--- src/rtl/timer3_pkg.sv ---
// Package: register map, field positions and counts for the timer block
package timer3_pkg;
   // ****************************************************
   // Register map
   // ****************************************************
   localparam logic [7:0] CTRL_ADDR = 8'h91;
   localparam logic [7:0] RELOAD_LO_ADDR = 8'h92;
   localparam logic [7:0] RELOAD_HI_ADDR = 8'h93;
   localparam logic [7:0] COUNT_LO_ADDR = 8'h94;
   localparam logic [7:0] COUNT_HI_ADDR = 8'h95;
   localparam logic [7:0] CTRL_RESET = 8'h00;
   localparam logic [7:0] BYTE_RESET = 8'h00;
   // ****************************************************
   // Control register fields
   // ****************************************************
   localparam int HIGH_OVF_BIT = 7;
   localparam int LOW_OVF_BIT = 6;
   localparam int LOW_IRQ_EN_BIT = 5;
   localparam int CAPTURE_EN_BIT = 4;
   localparam int SPLIT_BIT = 3;
   localparam int RUN_BIT = 2;
   localparam int UNUSED_BIT = 1;
   localparam int EXT_CLK_BIT = 0;
   // Bits software may write; the unused bit is masked off
   localparam logic [7:0] CTRL_WMASK = 8'hfd;
   // ****************************************************
   // Clock division
   // ****************************************************
   localparam int SYS_DIV = 12;
   localparam int EXT_DIV = 8;
   localparam logic [7:0] BYTE_MAX = 8'hff;
endpackage

--- src/rtl/tick_if.sv ---
// Interface: tick and edge events between the prescaler and the timer core
`timescale 1ns/1ps
interface tick_if;
   logic div12_tick;
   logic ext_tick;
   logic ext_fall;
   modport src (output div12_tick, output ext_tick, output ext_fall);
   modport dst (input div12_tick, input ext_tick, input ext_fall);
endinterface

--- src/rtl/timer3_prescale.sv ---
// Prescaler: system clock divided by 12 and external clock divided by 8
`timescale 1ns/1ps
module timer3_prescale (
   // Clock and reset
   input wire logic sys_clk,
   input wire logic reset,
   // External oscillator, already synchronous to sys_clk
   input wire logic ext_osc,
   // Tick events
   tick_if.src ticks
);
   import timer3_pkg::*;

   logic [3:0] div12_r, div12_nxt;
   logic ext_prev_r, ext_prev_nxt;
   logic [2:0] div8_r, div8_nxt;

   // Next values for both dividers
   always_comb begin
      div12_nxt = (div12_r == 4'(SYS_DIV - 1)) ? 4'h0 : div12_r + 4'h1;
      ext_prev_nxt = ext_osc;
      div8_nxt = div8_r;
      if (ext_osc && !ext_prev_r) begin
         div8_nxt = div8_r + 3'h1;
      end
   end

   always_ff @(posedge sys_clk) begin
      if (reset) begin
         div12_r <= 4'h0;
         ext_prev_r <= 1'b0;
         div8_r <= 3'h0;
      end else begin
         div12_r <= div12_nxt;
         ext_prev_r <= ext_prev_nxt;
         div8_r <= div8_nxt;
      end
   end

   // One tick per period of each derived clock
   assign ticks.div12_tick = (div12_r == 4'(SYS_DIV - 1));
   // Divided clock rises when the counter wraps back to zero
   assign ticks.ext_tick = ext_osc && !ext_prev_r && (div8_r == 3'h7);
   // Falling edge of the divided clock: counter reaches half way
   assign ticks.ext_fall = ext_osc && !ext_prev_r &&
      (div8_r == 3'(EXT_DIV / 2 - 1));
endmodule // timer3_prescale

--- src/rtl/timer3_core.sv ---
// Timer 3: control register, counter, reload and overflow flags
`timescale 1ns/1ps
module timer3_core (
   // Clock and reset
   input wire logic sys_clk,
   input wire logic reset,
   // Special function register bus
   input wire logic [7:0] sfr_addr,
   input wire logic [7:0] sfr_wdata,
   input wire logic sfr_wr,
   output logic [7:0] sfr_rdata,
   // Clock sources and per-byte selects from the clock control register
   input wire logic ext_osc,
   input wire logic upper_byte_clock_select,
   input wire logic lower_byte_clock_select,
   // Interrupt enable from the interrupt controller
   input wire logic timer_irq_enable,
   // Interrupt request while timer_irq_enable is set, one pulse per cycle in which the high flag, or the low flag with its enable set, newly sets
   output logic timer_irq
);
   import timer3_pkg::*;

   tick_if ticks ();

   timer3_prescale u_prescale (
      .sys_clk(sys_clk),
      .reset(reset),
      .ext_osc(ext_osc),
      .ticks(ticks)
   );

   // ****************************************************
   // State
   // ****************************************************
   logic [7:0] ctrl_r, ctrl_nxt;
   logic [7:0] count_lo_r, count_lo_nxt;
   logic [7:0] count_hi_r, count_hi_nxt;
   logic [7:0] reload_lo_r, reload_lo_nxt;
   logic [7:0] reload_hi_r, reload_hi_nxt;
   logic [7:0] rdata_nxt;
   logic irq_nxt;

   logic high_flag, low_flag, low_irq_en, capture_en, split, run, ext_sel;
   logic derived_tick, lo_tick, hi_tick, lo_inc, hi_inc;
   logic lo_wrap, hi_wrap, full_wrap, capture_evt;
   logic set_high, set_low, wr_ctrl;
   logic [7:0] ctrl_written;

   assign high_flag = ctrl_r[HIGH_OVF_BIT];
   assign low_flag = ctrl_r[LOW_OVF_BIT];
   assign low_irq_en = ctrl_r[LOW_IRQ_EN_BIT];
   assign capture_en = ctrl_r[CAPTURE_EN_BIT];
   assign split = ctrl_r[SPLIT_BIT];
   assign run = ctrl_r[RUN_BIT];
   assign ext_sel = ctrl_r[EXT_CLK_BIT];

   // ****************************************************
   // Clock selection and count enables
   // ****************************************************
   // Derived clock is shared by both bytes, the byte select overrides
   assign derived_tick = ext_sel ? ticks.ext_tick : ticks.div12_tick;
   assign lo_tick = lower_byte_clock_select ? 1'b1 : derived_tick;
   assign hi_tick = upper_byte_clock_select ? 1'b1 : derived_tick;
   // Lower byte free-runs in split mode; 16-bit mode needs run control
   assign lo_inc = lo_tick && (split || run);
   assign hi_inc = split ? (hi_tick && run) : 1'b0;
   assign lo_wrap = lo_inc && (count_lo_r == BYTE_MAX);
   // 16-bit wrap only when both bytes are at their maximum
   assign full_wrap = !split && lo_wrap && (count_hi_r == BYTE_MAX);
   assign hi_wrap = split ? (hi_inc && count_hi_r == BYTE_MAX)
                          : full_wrap;
   // Capture is timed by the divided external clock alone
   assign capture_evt = capture_en && ticks.ext_fall;
   assign set_high = hi_wrap || capture_evt;
   assign set_low = lo_wrap;
   assign wr_ctrl = sfr_wr && (sfr_addr == CTRL_ADDR);
   assign ctrl_written = sfr_wdata & CTRL_WMASK;

   // ****************************************************
   // Next-state logic
   // ****************************************************
   // Hardware set is ORed after the software write so a set never loses
   always_comb begin
      ctrl_nxt = ctrl_r;
      if (wr_ctrl) begin
         ctrl_nxt = ctrl_written;
      end
      if (set_high) begin
         ctrl_nxt[HIGH_OVF_BIT] = 1'b1;
      end
      if (set_low) begin
         ctrl_nxt[LOW_OVF_BIT] = 1'b1;
      end

      count_lo_nxt = count_lo_r;
      count_hi_nxt = count_hi_r;
      if (full_wrap) begin
         count_lo_nxt = reload_lo_r;
         count_hi_nxt = reload_hi_r;
      end else if (split) begin
         if (lo_wrap) begin
            count_lo_nxt = reload_lo_r;
         end else if (lo_inc) begin
            count_lo_nxt = count_lo_r + 8'h01;
         end
         if (hi_inc && count_hi_r == BYTE_MAX) begin
            count_hi_nxt = reload_hi_r;
         end else if (hi_inc) begin
            count_hi_nxt = count_hi_r + 8'h01;
         end
      end else if (lo_inc) begin
         count_lo_nxt = count_lo_r + 8'h01;
         if (lo_wrap) begin
            count_hi_nxt = count_hi_r + 8'h01;
         end
      end
      // Counter writes from software take precedence over counting
      if (sfr_wr && sfr_addr == COUNT_LO_ADDR) begin
         count_lo_nxt = sfr_wdata;
      end
      if (sfr_wr && sfr_addr == COUNT_HI_ADDR) begin
         count_hi_nxt = sfr_wdata;
      end

      reload_lo_nxt = reload_lo_r;
      reload_hi_nxt = reload_hi_r;
      if (sfr_wr && sfr_addr == RELOAD_LO_ADDR) begin
         reload_lo_nxt = sfr_wdata;
      end
      if (sfr_wr && sfr_addr == RELOAD_HI_ADDR) begin
         reload_hi_nxt = sfr_wdata;
      end
      // Capture wins over a software write in the same cycle
      if (capture_evt) begin
         reload_lo_nxt = count_lo_r;
         reload_hi_nxt = count_hi_r;
      end

      // Read mux; unmapped addresses read zero
      case (sfr_addr)
         CTRL_ADDR: rdata_nxt = ctrl_r;
         RELOAD_LO_ADDR: rdata_nxt = reload_lo_r;
         RELOAD_HI_ADDR: rdata_nxt = reload_hi_r;
         COUNT_LO_ADDR: rdata_nxt = count_lo_r;
         COUNT_HI_ADDR: rdata_nxt = count_hi_r;
         default: rdata_nxt = 8'h00;
      endcase

      // With timer_irq_enable set, request on a rising high flag, or a rising low flag with its enable set, whether hardware or software set it
      irq_nxt = timer_irq_enable &&
         ((ctrl_nxt[HIGH_OVF_BIT] && !high_flag) ||
          (low_irq_en && ctrl_nxt[LOW_OVF_BIT] && !low_flag));
   end

   // ****************************************************
   // Registers
   // ****************************************************
   always_ff @(posedge sys_clk) begin
      if (reset) begin
         ctrl_r <= CTRL_RESET;
         count_lo_r <= BYTE_RESET;
         count_hi_r <= BYTE_RESET;
         reload_lo_r <= BYTE_RESET;
         reload_hi_r <= BYTE_RESET;
         sfr_rdata <= 8'h00;
         timer_irq <= 1'b0;
      end else begin
         ctrl_r <= ctrl_nxt;
         count_lo_r <= count_lo_nxt;
         count_hi_r <= count_hi_nxt;
         reload_lo_r <= reload_lo_nxt;
         reload_hi_r <= reload_hi_nxt;
         sfr_rdata <= rdata_nxt;
         timer_irq <= irq_nxt;
      end
   end
endmodule // timer3_core

--- config.mk ---
export PLATFORM = sky130hd
export DESIGN_NAME = timer3_core
export DESIGN_NICKNAME = d
export VERILOG_FILES = /design/src/rtl/timer3_pkg.sv /design/src/rtl/tick_if.sv /design/src/rtl/timer3_prescale.sv /design/src/rtl/timer3_core.sv
export SDC_FILE = /design/constraint.sdc
export NUM_CORES = 1
export LEC_CHECK = 0
export ABC_AREA = 1
export CORE_ASPECT_RATIO = 0.7
export CORE_MARGIN = 2
export CORE_UTILIZATION = 40
export DETAILED_ROUTE_END_ITERATION = 6
export DONT_BUFFER_PORTS = 1
export REMOVE_ABC_BUFFERS = 1
export SETUP_SLACK_MARGIN = 0.02
export SYNTH_ARGS = -nofsm -noshare
export SYNTH_HDL_FRONTEND = slang
export SYNTH_SLANG_ARGS = --single-unit
--- constraint.sdc ---
create_clock -name sys_clk -period 3.7 [get_ports sys_clk]
set_input_delay 1.11 -clock sys_clk [delete_from_list [all_inputs] [get_ports sys_clk]]
set_output_delay 1.11 -clock sys_clk [all_outputs]
set_load 0.03 [all_outputs]
==> results of run 1 <==
[through the flow]
| stage | util | power (mW) |
|---|---|---|
| floorplan | - | 0.659 |
| global placement | 0.431 | 0.668 |
| detailed placement | 0.431 | 0.669 |
| CTS | 0.443 | 1.02 |
| global route | 0.443 | 1.05 |
| finish | 0.443 | 1.02 |
[final cells by class]
type                            count  area [µm²]
Clock buffer                        8        90.1
Tap cell                           98         123
Inverter                           77         289
Multi-Input combinational cell    328        1680
Fill cell                         804        4150
Sequential cell                    56        1120
[cells by family (layout without fill, tap and decap cells)]
logic type / Yosys count / in the layout
compound gates: 118 / 118
fa+ha+maj: 6 / 6
flops: 56 / 56
simple gates: 193 / 193
buf+inv: 85 / 85
xor+xnor: 11 / 11
[metal layers]
layer	global-route usage	vias up
met2	0.306	154
li1	-	1521
met1	0.363	1481
met3	0.0457	14
met5	0	-
met4	0.0456	0
[state kept, by name, indices dropped and copies added, names as in the netlist]
signal                 flops
count_hi_r                 8
count_lo_r                 8
reload_hi_r                8
reload_lo_r                8
sfr_rdata                  8
ctrl_r                     7
u_prescale.div12_r         4
u_prescale.div8_r          3
timer_irq                  1
u_prescale.ext_prev_r      1
[how the worst max path moves through the flow]
stage                      from              to  slack (ps)  cells past startpoint
finish              sfr_addr[7]   count_hi_r[4]        1230                      9
global placement    sfr_addr[7]   count_hi_r[4]         940                      9
detailed placement  sfr_addr[7]   count_hi_r[4]         930                      9
global route        sfr_addr[7]  reload_hi_r[0]        1100                      9
floorplan           sfr_addr[7]   count_hi_r[4]        1350                      9
CTS                 sfr_addr[7]   count_hi_r[4]        1270                      9
[cells in the final DEF, fill, tap and decap left out, types with 4 or more instances in the layout]
cell	instances
clkbuf_8	6
nand4_1	8
a21oi_1	51
o21ai_1	5
nor2_1	55
nand2_1	84
o21ai_0	47
nand3_1	24
ha_1	6
xor2_1	10
o22ai_1	9
dfxtp_1	56
nor3_1	5
inv_2	4
inv_1	72
[where the power goes]
group          switching [mW]  leakage, nW  total, mW  internal [mW]
Clock                   0.206       0.0455      0.360          0.154
Sequential            0.00430        0.453      0.613          0.609
Combinational          0.0288        0.782     0.0427         0.0139
Total                   0.239         1.28       1.02          0.777
[critical path, stage by stage]
cell	delay, ps
nand2_1	60
nor3_4	230
nand2_2	220
nor2_2	470
a21oi_2	60
nand2_1	240
o21ai_0	130
a21oi_1	130
nor2_1	50
==> impl_metrics.tcl, run 1 <==
set metrics [dict create \
    status "finished, final reports clean" \
    initial_core_util 0.421 \
    fin_area_um2 3300 \
    holdPathStages 2 \
    post_cts.repair.setup_buffers 0 \
    synth_mux_area_frac 0 \
    synth_top_family_by_area "simple AND/OR/NAND/NOR gates" \
    slew_violations 0 \
    finalWeightedCongestion 0.942 \
    wirelength_um 9240 \
    setup_slack_ps 1230 \
    rsz0062_at_grt "false" \
    cts.repair.resized 0 \
    synthFlopType "dfxtp_1" \
    cts_tree "built" \
    finalHoldViolCount 0 \
    numCtsBuffers 5 \
    synth-compound-area-share 0.199 \
    port_buffers 0 \
    slew-limit-headroom 0.649 \
    crit_path_max_fanout 11 \
    power.leakage_nw 1.28 \
    holdWs_ps 468 \
    post-place-ws_ps 931 \
    placedInstanceArea_um2 3210 \
    cts_hold_buffers 0 \
    die-width_um 110 \
    ant_nets 0 \
    ios 32 \
    syn_avg_cell_area_um2 6.68 \
    final-setup-viol-count 0 \
    drtIter0Drc 324 \
    die_y_um 78.1 \
    r2r_slack_ps 1620 \
    synth_area_leaders "dfxtp_1, nand2_1, inv_1, a21oi_1, o21ai_0" \
    place_inst 559 \
    cp-end-kind "flip-flop" \
    synth.most_common_cell "nand2_1" \
    synth-seq-cells 56 \
    clk_pin_slew_ps 100 \
    drive_above_1_share 0.0576 \
    arrival_ps 2690 \
    startpoint_type "input pin" \
    timing.fmax_mhz 405 \
    crit_required_ps 3930 \
    drc 0 \
    top_layer_used "met4" \
    hp-start "reload_lo_r[7]" \
    fin_tns_setup_ps 0 \
    async_flop_share 0 \
    wl_per_cell_um 16.3 \
    hpwl_um 7130 \
    fin_cells 567 \
    ys_seq_area_frac 0.358 \
    synthSimpleGateAreaFrac 0.282 \
    synth_top_area_frac 0.358 \
    synthXorXnorAreaFrac 0.0307 \
    firstDrtPassIters 7 \
    root_buffer "clkbuf_8" \
    holdPathEnd "reload_lo_r[7]" \
    die-area_um2 8570 \
    critical_path_class "input pin to flip-flop" \
    synth-edff-count 0 \
    clk_latency_ps 320 \
    powerDensity_nw_per_um2 308 \
    cts_max_path_buffers 2 \
    area_growth_pct 5.35 \
    cts.htree.levels 2 \
    grt_usage 0.227 \
    rows 26 \
    vdd_drop_max_mv 0.217 \
    hold_path.class "flip-flop to flip-flop" \
    maxCapViolCount 0 \
    yosys.area.top_type "dfxtp_1" \
    synthTopCellsByCount "nand2_1, inv_1, dfxtp_1, nor2_1, a21oi_1" \
    synth_area_um2 3130 \
    vias 3170 \
    grt_max_degree 41 \
    cts.sinks 56 \
    tightestPinTransition_ps 526 \
    via_per_inst 5.59 \
    antenna_found_initial 0 \
    fin_nets 497 \
    num_antenna_cells 0 \
    route.met3.wl_um 851 \
    r2r_cells 7 \
    netlist_instances 469 \
    period_minus_slack_ps 2470 \
    synth_warnings 0 \
    route.met2.wl_um 3530 \
    reg2reg_to "reload_hi_r[2]" \
    clock_skew_ps 5.31 \
    grt_pass1_wl_um 15000 \
    grt_remaining_overflow 0 \
    yosysUniqueCellTypes 32 \
    r2r_start "u_prescale.div8_r[0]" \
    synth-adder-area-share 0.0240 \
    grt_pass1_vias 2932 \
    period_share 0.667 \
    fp.coreArea_um2 7450 \
    wl_met1_um 4760 \
]
(Power assumes the default switching activity.)
==> run 2, diff against run 1 <==
--- a/config.mk
+++ b/config.mk
@@ -5,7 +5,7 @@
 export SDC_FILE = /design/constraint.sdc
 export NUM_CORES = 1
 export LEC_CHECK = 0
-export ABC_AREA = 1
+export ABC_AREA = 0
 export CORE_ASPECT_RATIO = 0.7
 export CORE_MARGIN = 2
 export CORE_UTILIZATION = 40
==> constraint.sdc (replaced) <==
create_clock -name sys_clk -period 2.2 [get_ports sys_clk]
set_input_delay 0.66 -clock sys_clk [delete_from_list [all_inputs] [get_ports sys_clk]]
set_output_delay 0.66 -clock sys_clk [all_outputs]
set_load 0.03 [all_outputs]
==> run 2 against run 1 <==
  * Synthesized area grew 1.8%
  * Cell count shrank 13%
  * Non-clock buffer count grew 35
==> impl_metrics.tcl, run 2 <==
set metrics [dict create \
    status "finished, final reports clean" \
    fin_nets 421 \
    root_buffer "clkbuf_16" \
    final-setup-viol-count 0 \
    synth_top_area_frac 0.352 \
    crit_required_ps 2380 \
    die-width_um 111 \
    slew-limit-headroom 0.624 \
    powerDensity_nw_per_um2 537 \
    syn_avg_cell_area_um2 8.57 \
    regArea_um2 1120 \
    arrival_ps 2230 \
    synth_area_leaders "dfxtp_1, mux2i_1, nand2_1, nor2_1, a211oi_1" \
    rows 27 \
    firstDrtPassIters 5 \
    r2r_start "u_prescale.div12_r[0]" \
    maxCapViolCount 0 \
    antenna_found_initial 0 \
    synthTopCellsByCount "dfxtp_1, nand2_1, nor2_1, mux2i_1, a21oi_1" \
    critPathMaxStageDelay_ps 440 \
    grt_remaining_overflow 0 \
    cts.htree.levels 2 \
    drive_above_1_share 0.181 \
    synth-edff-count 0 \
    async_flop_share 0 \
    via_per_inst 6.03 \
    crit_family "simple AND/OR/NAND/NOR gates" \
    nFillCells 757 \
    grt_pass1_vias 2747 \
    yosysUniqueCellTypes 64 \
    initial_core_util 0.409 \
    numCtsBuffers 5 \
    path_cells "ha_2 -> and4bb_2 -> nor3_4 -> buf_4 -> a2111oi_4 -> or2b_2 -> o221ai_1" \
    drtIter0Drc 286 \
    die_y_um 78.7 \
    finalHoldViolCount 0 \
    area_growth_pct 14.0 \
    hpwl_um 6970 \
    clock_skew_ps 9.68 \
    fin_cells 494 \
    ios 32 \
    synth_mux_area_frac 0.0918 \
    ys_seq_area_frac 0.352 \
    post-route-util 0.466 \
    synth-compound-area-share 0.222 \
    startpoint_type "flip-flop" \
    cts_tree "built" \
    synth_warnings 0 \
    critical_path_class "flip-flop to flip-flop" \
    clk_pin_slew_ps 70 \
    yosys.area.top_type "dfxtp_1" \
    finalWeightedCongestion 0.893 \
    slew_violations 0 \
    ant_nets 0 \
    synth-adder-area-share 0.0235 \
    cp-end-kind "flip-flop" \
    cts.sinks 56 \
    grt_usage 0.224 \
    slowest_stage "a2111oi_4" \
    grt_max_degree 44 \
    vdd_drop_max_mv 0.350 \
    place_inst 484 \
    vias 2978 \
    clk_latency_ps 300 \
    netlist_instances 372 \
    crit_start "u_prescale.div12_r[0]" \
    synthSimpleGateAreaFrac 0.239 \
    num_antenna_cells 0 \
    die-area_um2 8720 \
    timing.fmax_mhz 488 \
    fin_tns_setup_ps 0 \
    synth_top_family_by_area "simple AND/OR/NAND/NOR gates" \
    hold_path.class "input pin to flip-flop" \
    grt_pass1_wl_um 15300 \
    wl_per_cell_um 19.1 \
    synth_area_um2 3190 \
    hp-start "reset" \
    period_minus_slack_ps 2050 \
    power_mw 1.95 \
    final_cell_mix "dfxtp_1, nand2_1, nor2_1" \
    fp.coreArea_um2 7800 \
    synth-seq-cells 56 \
    synth.most_common_cell "dfxtp_1" \
    port_buffers 0 \
    cts_max_path_buffers 2 \
    tightestPinTransition_ps 564 \
    rsz0062_at_grt "true" \
    holdWs_ps 421 \
    power.leakage_nw 1.42 \
    wirelength_um 9430 \
    final_common_cell "dfxtp_1" \
    drc 0 \
    path_buf_inv 1 \
    synthFlopType "dfxtp_1" \
    multi_input_area_um2 1940 \
    synthXorXnorAreaFrac 0.0247 \
    crit_path_max_fanout 8 \
    period_share 0.932 \
]
-- run 2: cell types whose count changed in the layout (fill, tap and decap cells not counted), sizes merged, moves of 8 or more --
cell    previous run  this run
inv               76         9
nor2              58        40
a211oi             0        19
nand3             26         5
a21oi             54        22
buf                0        35
nand2             87        44
mux2i              0        27
o21ai             52        16
xor2              10         2
o22ai              9         0
-- run 2: layout make-up --
type | count | area share
sequential | 56 | 0.309
clock buffer | 6 | 0.0382
timing repair buffer | 35 | 0.0722
inverter | 9 | 0.00929
multi-input combinational | 285 | 0.534
tap | 101 | 0.0347
clock inverter | 2 | 0.00275
-- run 2: what timing repair did --
action / 4_1_cts / 5_1_grt
hold buffers: 0 / 0
endpoints found under the setup margin: 0 / 11
setup buffers: 0 / 2
endpoints found under the hold margin: 0 / 0
gates resized for setup: 0 / 9
-- run 2: power by group --
group | switching (mW) | internal (mW) | total [mW]
Clock | 0.385 | 0.451 | 0.836
Sequential | 0.00992 | 1.02 | 1.03
Combinational | 0.0408 | 0.0407 | 0.0815
-- run 2: layer usage --
metal / GRT usage / vias to the layer above / routed length (µm)
met5: 0 / - / 0
met3: 0.0603 / 16 / 924
met2: 0.316 / 112 / 3880
met1: 0.335 / 1414 / 4500
met4: 0.0550 / 0 / 123
li1: - / 1436 / -
-- run 2: path summary, 6_finish.rpt --
kind | cells past startpoint | slack [ps] | end
max | 7 | 150 | count_lo_r[3]
min | 1 | 420 | u_prescale.div8_r[0]
max reg2reg | 7 | 150 | count_lo_r[3]
min reg2reg | 1 | 470 | u_prescale.div12_r[0]
-- run 2: metrics by stage --
stage,setup slack (ps),area (µm²)
after floorplan,-355,3070
final,150,3640
after global placement,0.975,3440
after CTS,76.1,3590
after global routing,19.1,3640
after detailed placement,-54.4,3440
-- run 2: cell families after synthesis --
logic type / Yosys count
compound gates: 98
xor+xnor: 9
fa+ha+maj: 6
buf+inv: 31
flops: 56
mux: 29
simple gates: 143
